### src/include/ctc_regs.svh
/*
  Register offsets, field positions, reset values and decode constants
  of the charge threshold configuration bank.
  Assumes inclusion by bare name from the design files.
*/
`ifndef CTC_REGS_SVH
`define CTC_REGS_SVH

// ----------------------------------------------------------------
// register offsets (management port pointer values)
// ----------------------------------------------------------------
`define CTC_OFS_PRECHG_TERM 8'h03
`define CTC_OFS_CHG_VOLT 8'h04
`define CTC_OFS_TERM_TIMER 8'h05

// ----------------------------------------------------------------
// reset values
// ----------------------------------------------------------------
`define CTC_RST_PRECHG_TERM 8'h11
`define CTC_RST_CHG_VOLT_STD 8'hB2
`define CTC_RST_CHG_VOLT_RED 8'h9A
`define CTC_RST_TERM_TIMER 8'h9A

// ----------------------------------------------------------------
// field positions
// ----------------------------------------------------------------
`define CTC_PRECHG_MSB 7
`define CTC_PRECHG_LSB 4
`define CTC_TERM_MSB 3
`define CTC_TERM_LSB 0
`define CTC_RVOLT_MSB 7
`define CTC_RVOLT_LSB 2
`define CTC_BATLOW_BIT 1
`define CTC_RECHG_BIT 0
`define CTC_TERM_EN_BIT 7
`define CTC_EARLY_STAT_BIT 6
`define CTC_WDOG_MSB 5
`define CTC_WDOG_LSB 4
`define CTC_TIMER_EN_BIT 3
`define CTC_TIMER_MSB 2
`define CTC_TIMER_LSB 1
`define CTC_RSVD_BIT 0

// ----------------------------------------------------------------
// decode constants
// ----------------------------------------------------------------
`define CTC_CUR_OFFSET_MA 12'h080
`define CTC_CUR_STEP_MA 12'h080
`define CTC_PRECHG_RED_MAX 4'h4
`define CTC_RVOLT_OFFSET_MV 13'h0DB0
`define CTC_RVOLT_STEP_MV 13'h0010
`define CTC_RVOLT_MAX_CODE 6'h38
`define CTC_BATLOW_LO_MV 12'hAF0
`define CTC_BATLOW_HI_MV 12'hBB8
`define CTC_RECHG_LO_MV 13'h0064
`define CTC_RECHG_HI_MV 13'h012C
`define CTC_EARLY_STAT_MA 12'h320
`define CTC_WDOG_OFF_S 8'h00
`define CTC_WDOG_40_S 8'h28
`define CTC_WDOG_80_S 8'h50
`define CTC_WDOG_160_S 8'hA0
`define CTC_TIMER_5_H 5'h05
`define CTC_TIMER_8_H 5'h08
`define CTC_TIMER_12_H 5'h0C
`define CTC_TIMER_20_H 5'h14

// ----------------------------------------------------------------
// management port
// ----------------------------------------------------------------
`define CTC_I2C_ADDR_DFLT 7'h2A
`define CTC_BYTE_BITS 4'h8

`endif

### src/include/ctc_pkg.sv
/*
  Types of the charge threshold configuration bank.
  Assumes ctc_regs.svh on the include path.
*/
package ctc_pkg;

  typedef enum logic [2:0] {
    CTC_IDLE = 3'b000,
    CTC_ADDR = 3'b001,
    CTC_ADDR_ACK = 3'b010,
    CTC_PTR = 3'b011,
    CTC_PTR_ACK = 3'b100,
    CTC_WDATA = 3'b101,
    CTC_WDATA_ACK = 3'b110,
    CTC_RDATA = 3'b111
  } ctc_state_e;

  typedef struct packed {
    ctc_state_e state;
    logic rd_ack;
    logic scl;
    logic sda;
    logic [3:0] bit_cnt;
    logic [7:0] shift;
    logic rw;
    logic nack;
    logic [7:0] ptr;
    logic sda_oe;
    logic [7:0] prechg_term;
    logic [7:0] chg_volt;
    logic [7:0] term_timer;
  } ctc_top_s;

  typedef struct packed {
    logic [11:0] prechg_ma;
    logic [11:0] term_ma;
    logic [12:0] rvolt_mv;
    logic [11:0] batlow_mv;
    logic [12:0] rechg_mv;
    logic term_en;
    logic [11:0] stat_ma;
    logic [7:0] wdog_s;
    logic timer_en;
    logic [4:0] timer_h;
  } ctc_dec_s;

endpackage : ctc_pkg

### src/include/ctc_cfg_if.sv
/*
  Carries the three configuration bytes from the register bank to the decoder.
  Assumes both ends share one clock.
*/
`timescale 1ns/100ps
interface ctc_cfg_if;
  logic [7:0] prechg_term;
  logic [7:0] chg_volt;
  logic [7:0] term_timer;
  modport src (output prechg_term, output chg_volt, output term_timer);
  modport dst (input prechg_term, input chg_volt, input term_timer);
endinterface : ctc_cfg_if

### src/logic/ctc_cfg_decode.sv
/*
  Turns the configuration bytes into physical set points for the analog loops.
  Assumes the bytes are stable flop outputs of the register bank.
*/
`timescale 1ns/100ps
`include "ctc_regs.svh"
module ctc_cfg_decode #(
  parameter bit REDUCED_VARIANT = 1'b0
) (
  input wire logic ref_clk_i,              // system clock
  input wire logic srst_i,                 // sync reset, high
  ctc_cfg_if.dst cfg,                      // configuration bytes
  output ctc_pkg::ctc_dec_s dec_o          // registered set points
);

  ctc_pkg::ctc_dec_s dec_q;
  ctc_pkg::ctc_dec_s dec_d;
  logic [3:0] pre_code;
  logic [5:0] rvolt_code;

  always_comb begin
    dec_d = dec_q;
    pre_code = cfg.prechg_term[`CTC_PRECHG_MSB:`CTC_PRECHG_LSB];
    if (REDUCED_VARIANT && (pre_code > `CTC_PRECHG_RED_MAX)) begin
      pre_code = `CTC_PRECHG_RED_MAX;
    end
    dec_d.prechg_ma = 12'(pre_code) * `CTC_CUR_STEP_MA + `CTC_CUR_OFFSET_MA;
    dec_d.term_ma = 12'(cfg.prechg_term[`CTC_TERM_MSB:`CTC_TERM_LSB]) * `CTC_CUR_STEP_MA
                    + `CTC_CUR_OFFSET_MA;
    rvolt_code = cfg.chg_volt[`CTC_RVOLT_MSB:`CTC_RVOLT_LSB];
    if (rvolt_code > `CTC_RVOLT_MAX_CODE) begin
      rvolt_code = `CTC_RVOLT_MAX_CODE;
    end
    dec_d.rvolt_mv = 13'(rvolt_code) * `CTC_RVOLT_STEP_MV + `CTC_RVOLT_OFFSET_MV;
    dec_d.batlow_mv = cfg.chg_volt[`CTC_BATLOW_BIT] ? `CTC_BATLOW_HI_MV : `CTC_BATLOW_LO_MV;
    dec_d.rechg_mv = dec_d.rvolt_mv
                     - (cfg.chg_volt[`CTC_RECHG_BIT] ? `CTC_RECHG_HI_MV : `CTC_RECHG_LO_MV);
    dec_d.term_en = cfg.term_timer[`CTC_TERM_EN_BIT];
    // with early status bit 6 set, the early indication threshold replaces the termination threshold
    dec_d.stat_ma = cfg.term_timer[`CTC_EARLY_STAT_BIT] ? `CTC_EARLY_STAT_MA : dec_d.term_ma;
    case (cfg.term_timer[`CTC_WDOG_MSB:`CTC_WDOG_LSB])
      2'h0: dec_d.wdog_s = `CTC_WDOG_OFF_S;
      2'h1: dec_d.wdog_s = `CTC_WDOG_40_S;
      2'h2: dec_d.wdog_s = `CTC_WDOG_80_S;
      default: dec_d.wdog_s = `CTC_WDOG_160_S;
    endcase
    dec_d.timer_en = cfg.term_timer[`CTC_TIMER_EN_BIT];
    case (cfg.term_timer[`CTC_TIMER_MSB:`CTC_TIMER_LSB])
      2'h0: dec_d.timer_h = `CTC_TIMER_5_H;
      2'h1: dec_d.timer_h = `CTC_TIMER_8_H;
      2'h2: dec_d.timer_h = `CTC_TIMER_12_H;
      default: dec_d.timer_h = `CTC_TIMER_20_H;
    endcase
  end

  always_ff @(posedge ref_clk_i) begin
    if (srst_i) begin
      dec_q <= '0;
    end else begin
      dec_q <= dec_d;
    end
  end

  assign dec_o = dec_q;

endmodule : ctc_cfg_decode

### src/logic/ctc_charge_cfg.sv
/*
  Charge threshold configuration bank behind an I2C target port, with
  decoded set points for the charger loops.
  Assumes scl and sda are already synchronous to ref_clk_i and that the
  board resolves the open-drain sda wire from sda_oe_o.
*/
`timescale 1ns/100ps
`include "ctc_regs.svh"
// Operation
// pre-charge/termination register resets to 0x11, 256 mA both fields.
// pre-charge limit bits 7:4, termination limit bits 3:0, all read/write.
// pre-charge limit is 128 mA offset plus 128 mA per code step.
// reduced variant caps usable pre-charge limit at code 0100, 640 mA.
// termination limit is 128 mA offset plus 128 mA steps, to 2048 mA.
// voltage register: regulation code 7:2, pre-charge threshold bit 1, recharge bit 0.
// regulation voltage is 3.504 V plus 16 mV steps, top code 111000.
// voltage register resets to 0xB2 standard, 0x9A reduced variant.
// threshold select picks 2.8 V cleared, 3.0 V set, resets to one.
// recharge select is 100 mV or 300 mV below regulation, resets zero.
// termination/timer register resets to 0x9A.
// term enable 7, early status 6, watchdog 5:4, timer enable 3, period 2:1, reserved 0.
// every bit of all three registers is plain read/write.
// watchdog code: off, 40 s, 80 s, 160 s; default 01.
// timer code: 5, 8, 12, 20 hours; default 01.
// host always writes zero to reserved bit 0 of termination/timer.
// early status set uses 800 mA indication threshold, else termination threshold.
// a read returns the last written value or the reset value.
module ctc_charge_cfg #(
  parameter logic [6:0] I2C_ADDR = `CTC_I2C_ADDR_DFLT,  // arbitrary target address
  parameter bit REDUCED_VARIANT = 1'b0
) (
  input wire logic ref_clk_i,              // 20 MHz clock
  input wire logic srst_i,                 // sync reset, high
  input wire logic scl_i,                  // i2c clock in
  input wire logic sda_i,                  // i2c data in
  output logic sda_o,                      // i2c data out, always low
  output logic sda_oe_o,                   // pull sda low when high
  output logic [7:0] prechg_term_o,        // raw pre-charge/termination byte
  output logic [7:0] chg_volt_o,           // raw charge voltage byte
  output logic [7:0] term_timer_o,         // raw termination/timer byte
  output logic [11:0] precharge_current_limit_o,   // mA
  output logic [11:0] termination_current_limit_o, // mA
  output logic [12:0] regulation_voltage_o,        // mV
  output logic [11:0] precharge_threshold_o,       // mV
  output logic [12:0] recharge_threshold_o,        // mV
  output logic term_enable_o,              // termination enabled
  output logic [11:0] stat_threshold_o,    // status indication current, mA
  output logic [7:0] watchdog_period_o,    // seconds, zero when off
  output logic timer_enable_o,             // safety timer enabled
  output logic [4:0] fast_charge_timer_period_o    // hours
);

  ctc_pkg::ctc_top_s st_q;
  ctc_pkg::ctc_top_s st_d;
  ctc_pkg::ctc_dec_s dec;
  logic scl_rise;
  logic scl_fall;
  logic start_cond;
  logic stop_cond;
  logic [7:0] rd_byte;

  localparam logic [7:0] CHG_VOLT_RST = REDUCED_VARIANT ? `CTC_RST_CHG_VOLT_RED : `CTC_RST_CHG_VOLT_STD;

  // ----------------------------------------------------------------
  // read mux
  // ----------------------------------------------------------------
  function automatic logic [7:0] reg_read(input logic [7:0] ptr, input ctc_pkg::ctc_top_s s);
    logic [7:0] v;
    v = 8'h00;
    if (ptr == `CTC_OFS_PRECHG_TERM) begin
      v = s.prechg_term;
    end else if (ptr == `CTC_OFS_CHG_VOLT) begin
      v = s.chg_volt;
    end else if (ptr == `CTC_OFS_TERM_TIMER) begin
      v = s.term_timer;
    end
    return v;
  endfunction : reg_read

  // ----------------------------------------------------------------
  // bus conditions
  // ----------------------------------------------------------------
  assign scl_rise = scl_i & ~st_q.scl;
  assign scl_fall = ~scl_i & st_q.scl;
  assign start_cond = scl_i & st_q.scl & st_q.sda & ~sda_i;
  assign stop_cond = scl_i & st_q.scl & ~st_q.sda & sda_i;
  assign rd_byte = reg_read(st_q.ptr, st_q);

  // ----------------------------------------------------------------
  // target engine and register store
  // ----------------------------------------------------------------
  always_comb begin
    st_d = st_q;
    st_d.scl = scl_i;
    st_d.sda = sda_i;
    if (start_cond) begin
      st_d.state = ctc_pkg::CTC_ADDR;
      st_d.bit_cnt = 4'h0;
      st_d.sda_oe = 1'b0;
    end else if (stop_cond) begin
      st_d.state = ctc_pkg::CTC_IDLE;
      st_d.sda_oe = 1'b0;
    end else begin
      case (st_q.state)
        ctc_pkg::CTC_ADDR, ctc_pkg::CTC_PTR, ctc_pkg::CTC_WDATA: begin
          if (scl_rise) begin
            st_d.shift = {st_q.shift[6:0], sda_i};
            st_d.bit_cnt = st_q.bit_cnt + 4'h1;
          end else if (scl_fall && (st_q.bit_cnt == `CTC_BYTE_BITS)) begin
            st_d.bit_cnt = 4'h0;
            st_d.sda_oe = 1'b1;
            if (st_q.state == ctc_pkg::CTC_ADDR) begin
              if (st_q.shift[7:1] == I2C_ADDR) begin
                st_d.rw = st_q.shift[0];
                st_d.state = ctc_pkg::CTC_ADDR_ACK;
              end else begin
                st_d.sda_oe = 1'b0;
                st_d.state = ctc_pkg::CTC_IDLE;
              end
            end else if (st_q.state == ctc_pkg::CTC_PTR) begin
              st_d.ptr = st_q.shift;
              st_d.state = ctc_pkg::CTC_PTR_ACK;
            end else begin
              // all bits stored as written, reserved bit included
              if (st_q.ptr == `CTC_OFS_PRECHG_TERM) begin
                st_d.prechg_term = st_q.shift;
              end else if (st_q.ptr == `CTC_OFS_CHG_VOLT) begin
                st_d.chg_volt = st_q.shift;
              end else if (st_q.ptr == `CTC_OFS_TERM_TIMER) begin
                st_d.term_timer = st_q.shift;
              end
              st_d.ptr = st_q.ptr + 8'h01;
              st_d.state = ctc_pkg::CTC_WDATA_ACK;
            end
          end
        end
        ctc_pkg::CTC_ADDR_ACK: begin
          if (scl_fall) begin
            if (st_q.rw) begin
              st_d.shift = rd_byte;
              st_d.ptr = st_q.ptr + 8'h01;
              st_d.sda_oe = ~rd_byte[7];
              st_d.rd_ack = 1'b0;
              st_d.state = ctc_pkg::CTC_RDATA;
            end else begin
              st_d.sda_oe = 1'b0;
              st_d.state = ctc_pkg::CTC_PTR;
            end
          end
        end
        ctc_pkg::CTC_PTR_ACK, ctc_pkg::CTC_WDATA_ACK: begin
          if (scl_fall) begin
            st_d.sda_oe = 1'b0;
            st_d.state = ctc_pkg::CTC_WDATA;
          end
        end
        ctc_pkg::CTC_RDATA: begin
          if (!st_q.rd_ack) begin
            if (scl_fall) begin
              st_d.bit_cnt = st_q.bit_cnt + 4'h1;
              if (st_q.bit_cnt == 4'h7) begin
                st_d.sda_oe = 1'b0;
                st_d.rd_ack = 1'b1;
              end else begin
                st_d.shift = {st_q.shift[6:0], 1'b0};
                st_d.sda_oe = ~st_q.shift[6];
              end
            end
          end else if (scl_rise) begin
            st_d.nack = sda_i;
          end else if (scl_fall) begin
            st_d.bit_cnt = 4'h0;
            if (st_q.nack) begin
              st_d.state = ctc_pkg::CTC_IDLE;
            end else begin
              st_d.shift = rd_byte;
              st_d.ptr = st_q.ptr + 8'h01;
              st_d.sda_oe = ~rd_byte[7];
              st_d.rd_ack = 1'b0;
            end
          end
        end
        default: begin
          st_d.sda_oe = 1'b0;
        end
      endcase
    end
  end

  always_ff @(posedge ref_clk_i) begin
    if (srst_i) begin
      st_q <= '0;
      st_q.state <= ctc_pkg::CTC_IDLE;
      st_q.scl <= 1'b1;
      st_q.sda <= 1'b1;
      st_q.prechg_term <= `CTC_RST_PRECHG_TERM;
      st_q.chg_volt <= CHG_VOLT_RST;
      st_q.term_timer <= `CTC_RST_TERM_TIMER;
    end else begin
      st_q <= st_d;
    end
  end

  // ----------------------------------------------------------------
  // set point decoder
  // ----------------------------------------------------------------
  ctc_cfg_if cfg_bus ();
  assign cfg_bus.prechg_term = st_q.prechg_term;
  assign cfg_bus.chg_volt = st_q.chg_volt;
  assign cfg_bus.term_timer = st_q.term_timer;

  ctc_cfg_decode #(
    .REDUCED_VARIANT(REDUCED_VARIANT)
  ) u_decode (
    .ref_clk_i(ref_clk_i),
    .srst_i(srst_i),
    .cfg(cfg_bus),
    .dec_o(dec)
  );

  assign sda_o = 1'b0;
  assign sda_oe_o = st_q.sda_oe;
  assign prechg_term_o = st_q.prechg_term;
  assign chg_volt_o = st_q.chg_volt;
  assign term_timer_o = st_q.term_timer;
  assign precharge_current_limit_o = dec.prechg_ma;
  assign termination_current_limit_o = dec.term_ma;
  assign regulation_voltage_o = dec.rvolt_mv;
  assign precharge_threshold_o = dec.batlow_mv;
  assign recharge_threshold_o = dec.rechg_mv;
  assign term_enable_o = dec.term_en;
  assign stat_threshold_o = dec.stat_ma;
  assign watchdog_period_o = dec.wdog_s;
  assign timer_enable_o = dec.timer_en;
  assign fast_charge_timer_period_o = dec.timer_h;

endmodule : ctc_charge_cfg

### config.mk
export PLATFORM = sky130hd
export DESIGN_NAME = ctc_charge_cfg
export DESIGN_NICKNAME = d
export VERILOG_FILES = /design/src/include/ctc_pkg.sv /design/src/include/ctc_cfg_if.sv /design/src/logic/ctc_cfg_decode.sv /design/src/logic/ctc_charge_cfg.sv
export VERILOG_INCLUDE_DIRS = /design/src /design/src/include
export SDC_FILE = /design/constraint.sdc
export NUM_CORES = 1
export LEC_CHECK = 0
export BUFFER_PORTS_ARGS = -buffer_cell sky130_fd_sc_hd__buf_2
export CAP_MARGIN = 25
export CORE_MARGIN = 2
export CORE_UTILIZATION = 25
export DETAILED_ROUTE_END_ITERATION = 16
export HOLD_SLACK_MARGIN = 0.1
export SLEW_MARGIN = 20
export SYNTH_ARGS = -nofsm -noshare
export SYNTH_HDL_FRONTEND = slang
export SYNTH_SLANG_ARGS = --single-unit
### constraint.sdc
create_clock -name ref_clk_i -period 3.7 [get_ports ref_clk_i]
set_input_delay 0.74 -clock ref_clk_i [delete_from_list [all_inputs] [get_ports ref_clk_i]]
set_output_delay 0.74 -clock ref_clk_i [all_outputs]
set_load 0.05 [all_outputs]
==> out/metrics.cfg <==
[outcome]
status=complete, no violations

[timing]
skew_ns=0.01353
max_slew_margin=0.3858
worst_pin_slew_ns=0.9143
min_period_ns=2.829
setup_violations=0
rsz0062_at_grt=false
slew_violations=0
final.setup.tns_ns=0
hold_viol=0
timing.fmax_mhz=353.4
period_share=0.7647

[clocking]
cts_max_level=3
cts_tree=done
insertion_delay_ns=0.35
postCtsHoldBufs=0
path_clk_slew_ns=0.08
clock_sinks=101
cts_buffers=9
post_cts_buffers=0
cts_buffer_depth=2
clock-root-buffer=clkbuf_16
ctsResizeCount=0

[pwr]
p_per_area_mw_per_mm2=395.5
leakage_nw=2.437
p_comb_frac=0.106
power.total_w=0.002290
internal-power_w=0.001617
p_sw_frac=0.2941
worst_ir_drop_vdd_v=0.0002231
clkPwrFrac=0.405
p_sw_w=0.0006736
p_seq_frac=0.489

[route]
vias_per_cell=4.644
routed_wl_um=13000
ant_nets=0
via_count=4324
drt_first_pass_iters=6
drc_errors=0
drtIter0Drc=410
wl_per_cell_um=13.96

[floorplan]
die_area_mm2=0.02195
initial_core_util=0.2559
rows=52
io_pins=119
die_w_um=148.2
core_mm2=0.02030
die_h_um=148.2

[placement]
gp_congestion=0.7925
hpwl_um=9174
postPlaceCellArea_mm2=0.005495
port_buffers=83

[synth]
ys_async_sr_fraction=0
yosysWarnings=0
avgSynthCellArea_um2=8.379
synth.distinct_cells=63
ys_ff_latch=101
ys_seq_area_frac=0.3892
synth_edf_count=0
synth_ff_type=dfxtp_1
synthCells=620
netlist_area_mm2=0.005195

[setup_path]
crit_path_start_kind=flip-flop
crit_buf_inv=1
crit_path_max_fanout=8
startpoint=chg_volt_o[7]
critPathRequiredTime_ns=3.94
slowest_stage=dfxtp_1
rrSetupSlack_ns=0.87
path_cells=nand3_1, nand2_1, ha_1, inv_1, a21oi_1, xnor2_1, ha_1, o21a_1, or3_1, mux2_2
crit_top_cell=ha_1
worst_ep_arrival_time_ns=3.07
slowest_delay_ns=0.56
endpoint_kind=flip-flop
timing.rr.start=chg_volt_o[7]
crit_type=reg2reg
critical-path-top-delay-family=simple AND/OR/NAND/NOR gates

[hold_path]
hp-start=sda_oe_o
hold_path.class=reg2reg

[global_routing]
grt_pass1_vias=3798
antenna_found_initial=0
grt_max_degree=82
grt_use_total=0.1142
gr-total-overflow=0
grt_pass1_wl_um=20140

[cells_and_area]
drive_above_1_share=0.1861
multi_input_area_mm2=0.002621
nets=676
design_area_mm2=0.005791
syn_to_final_growth_pct=11.46
diodes=0
seqCellArea_mm2=0.002022
fillers=2226

[flow_run]
drv_cap=0

-- per-stage QoR --
| stage | util | hold WS (ns) | worst slack [ns] | cells |
|---|---|---|---|---|
| after global routing | 0.2853 | 0.5100 | 0.6624 | 931 |
| after floorplan | - | 0.4445 | 1.169 | 654 |
| after global placement | 0.2707 | 0.4608 | 0.6894 | 914 |
| after detailed placement | 0.2707 | 0.4749 | 0.5928 | 914 |
| after CTS | 0.2850 | 0.4918 | 0.9047 | 930 |
| final | 0.2853 | 0.4829 | 0.8706 | 931 |
-- placed cells by master, fill, tap and decap left out, types with 9 or more instances in the layout --
cell type	count
dfxtp_1	101
buf_2	84
nor2_1	64
nand2_1	49
a21oi_1	43
conb_1	35
nand3_1	27
o21ai_0	24
inv_1	17
nor3_1	16
ha_1	16
mux2i_1	13
nor2b_1	13
a31oi_1	12
and2_1	12
or3_1	10
clkbuf_16	9
-- area by class of cell --
| type | instances | share of cell area |
|---|---|---|
| Clock inverter | 7 | 0.01124 |
| Clock buffer | 9 | 0.03889 |
| Tap cell | 270 | 0.05834 |
| Multi-Input combinational cell | 440 | 0.4527 |
| Timing Repair Buffer | 87 | 0.07865 |
| Inverter | 17 | 0.01102 |
| Sequential cell | 101 | 0.3492 |
-- path summary, 6_finish.rpt --
check                                           to  cells after the start
worst max-delay path            u_decode.dec_o[37]                     10
worst min-delay path                      sda_oe_o                      2
worst max register to register  u_decode.dec_o[37]                     10
worst min register to register            sda_oe_o                      2
-- registers in the layout, indices dropped and copies added (netlist names) --
register / cells
chg_volt_o: 8
u_decode.dec_o: 48
st_q: 28
sda_oe_o: 1
prechg_term_o: 8
term_timer_o: 8
-- synthesized netlist by cell type (3+ instances only) --
cell | count | area share
and2_1 | 12 | 0.014
dfxtp_1 | 101 | 0.39
a21bo_2 | 3 | 0.0058
or2_2 | 4 | 0.0048
a31oi_1 | 12 | 0.014
nand2b_1 | 8 | 0.0096
xnor2_1 | 8 | 0.013
nand3_1 | 27 | 0.026
and4_1 | 3 | 0.0051
clkbuf_1 | 23 | 0.017
nand4_1 | 3 | 0.0036
mux2i_1 | 13 | 0.025
nor2b_1 | 13 | 0.016
and3_1 | 3 | 0.0036
o21ai_0 | 24 | 0.023
ha_1 | 16 | 0.039
buf_2 | 5 | 0.0048
nor3b_1 | 4 | 0.0058
nor3_1 | 16 | 0.015
inv_1 | 17 | 0.012
xor2_1 | 6 | 0.010
buf_4 | 66 | 0.095
o21a_1 | 3 | 0.0043
nand3b_1 | 4 | 0.0058
nor2_1 | 64 | 0.046
a21o_1 | 5 | 0.0072
a221oi_1 | 6 | 0.010
nand2_1 | 49 | 0.035
a21oi_1 | 43 | 0.041
o211ai_1 | 4 | 0.0058
or3_1 | 10 | 0.012
a211oi_1 | 6 | 0.0087
-- cells by family (layout without fill, tap and decap cells) --
logic type,Yosys count,after routing,synth area share
and+or+nand+nor,234,234,0.2322
AOI/OAI and AO/OA,127,127,0.1566
buffers and inverters,113,120,0.1320
DFF,101,101,0.3892
adders and majority gates,16,16,0.03854
xor gates and xnor gates,14,14,0.02360
muxes,14,14,0.02721
other,1,35,0.0007219
-- worst reg2reg max path, cell delays in order (launching register included) --
cell and delay (ns):
dfxtp_1 0.56, nand3_1 0.24, nand2_1 0.15, ha_1 0.19
inv_1 0.07, a21oi_1 0.23, xnor2_1 0.18, ha_1 0.30
o21a_1 0.13, or3_1 0.38, mux2_2 0.28
-- power by group through the flow --
stage	combinational [W]	sequential [W]	clock (W)
6_report	0.000243	0.00112	0.000927
2_1_floorplan	0.000212	0.00117	0
3_5_place_dp	0.000241	0.00114	0
3_3_place_gp	0.000242	0.00115	0
4_1_cts	0.000242	0.00112	0.000952
5_1_grt	0.000258	0.00112	0.000989
-- routing by layer --
| metal | global-route usage | wire length, µm |
|---|---|---|
| met1 | 0.1512 | 6126 |
| met2 | 0.1861 | 5943 |
| met3 | 0.03037 | 767 |
| met4 | 0.02714 | 161 |
| met5 | 0 | 0 |
Power figures use the tool's default switching activity.
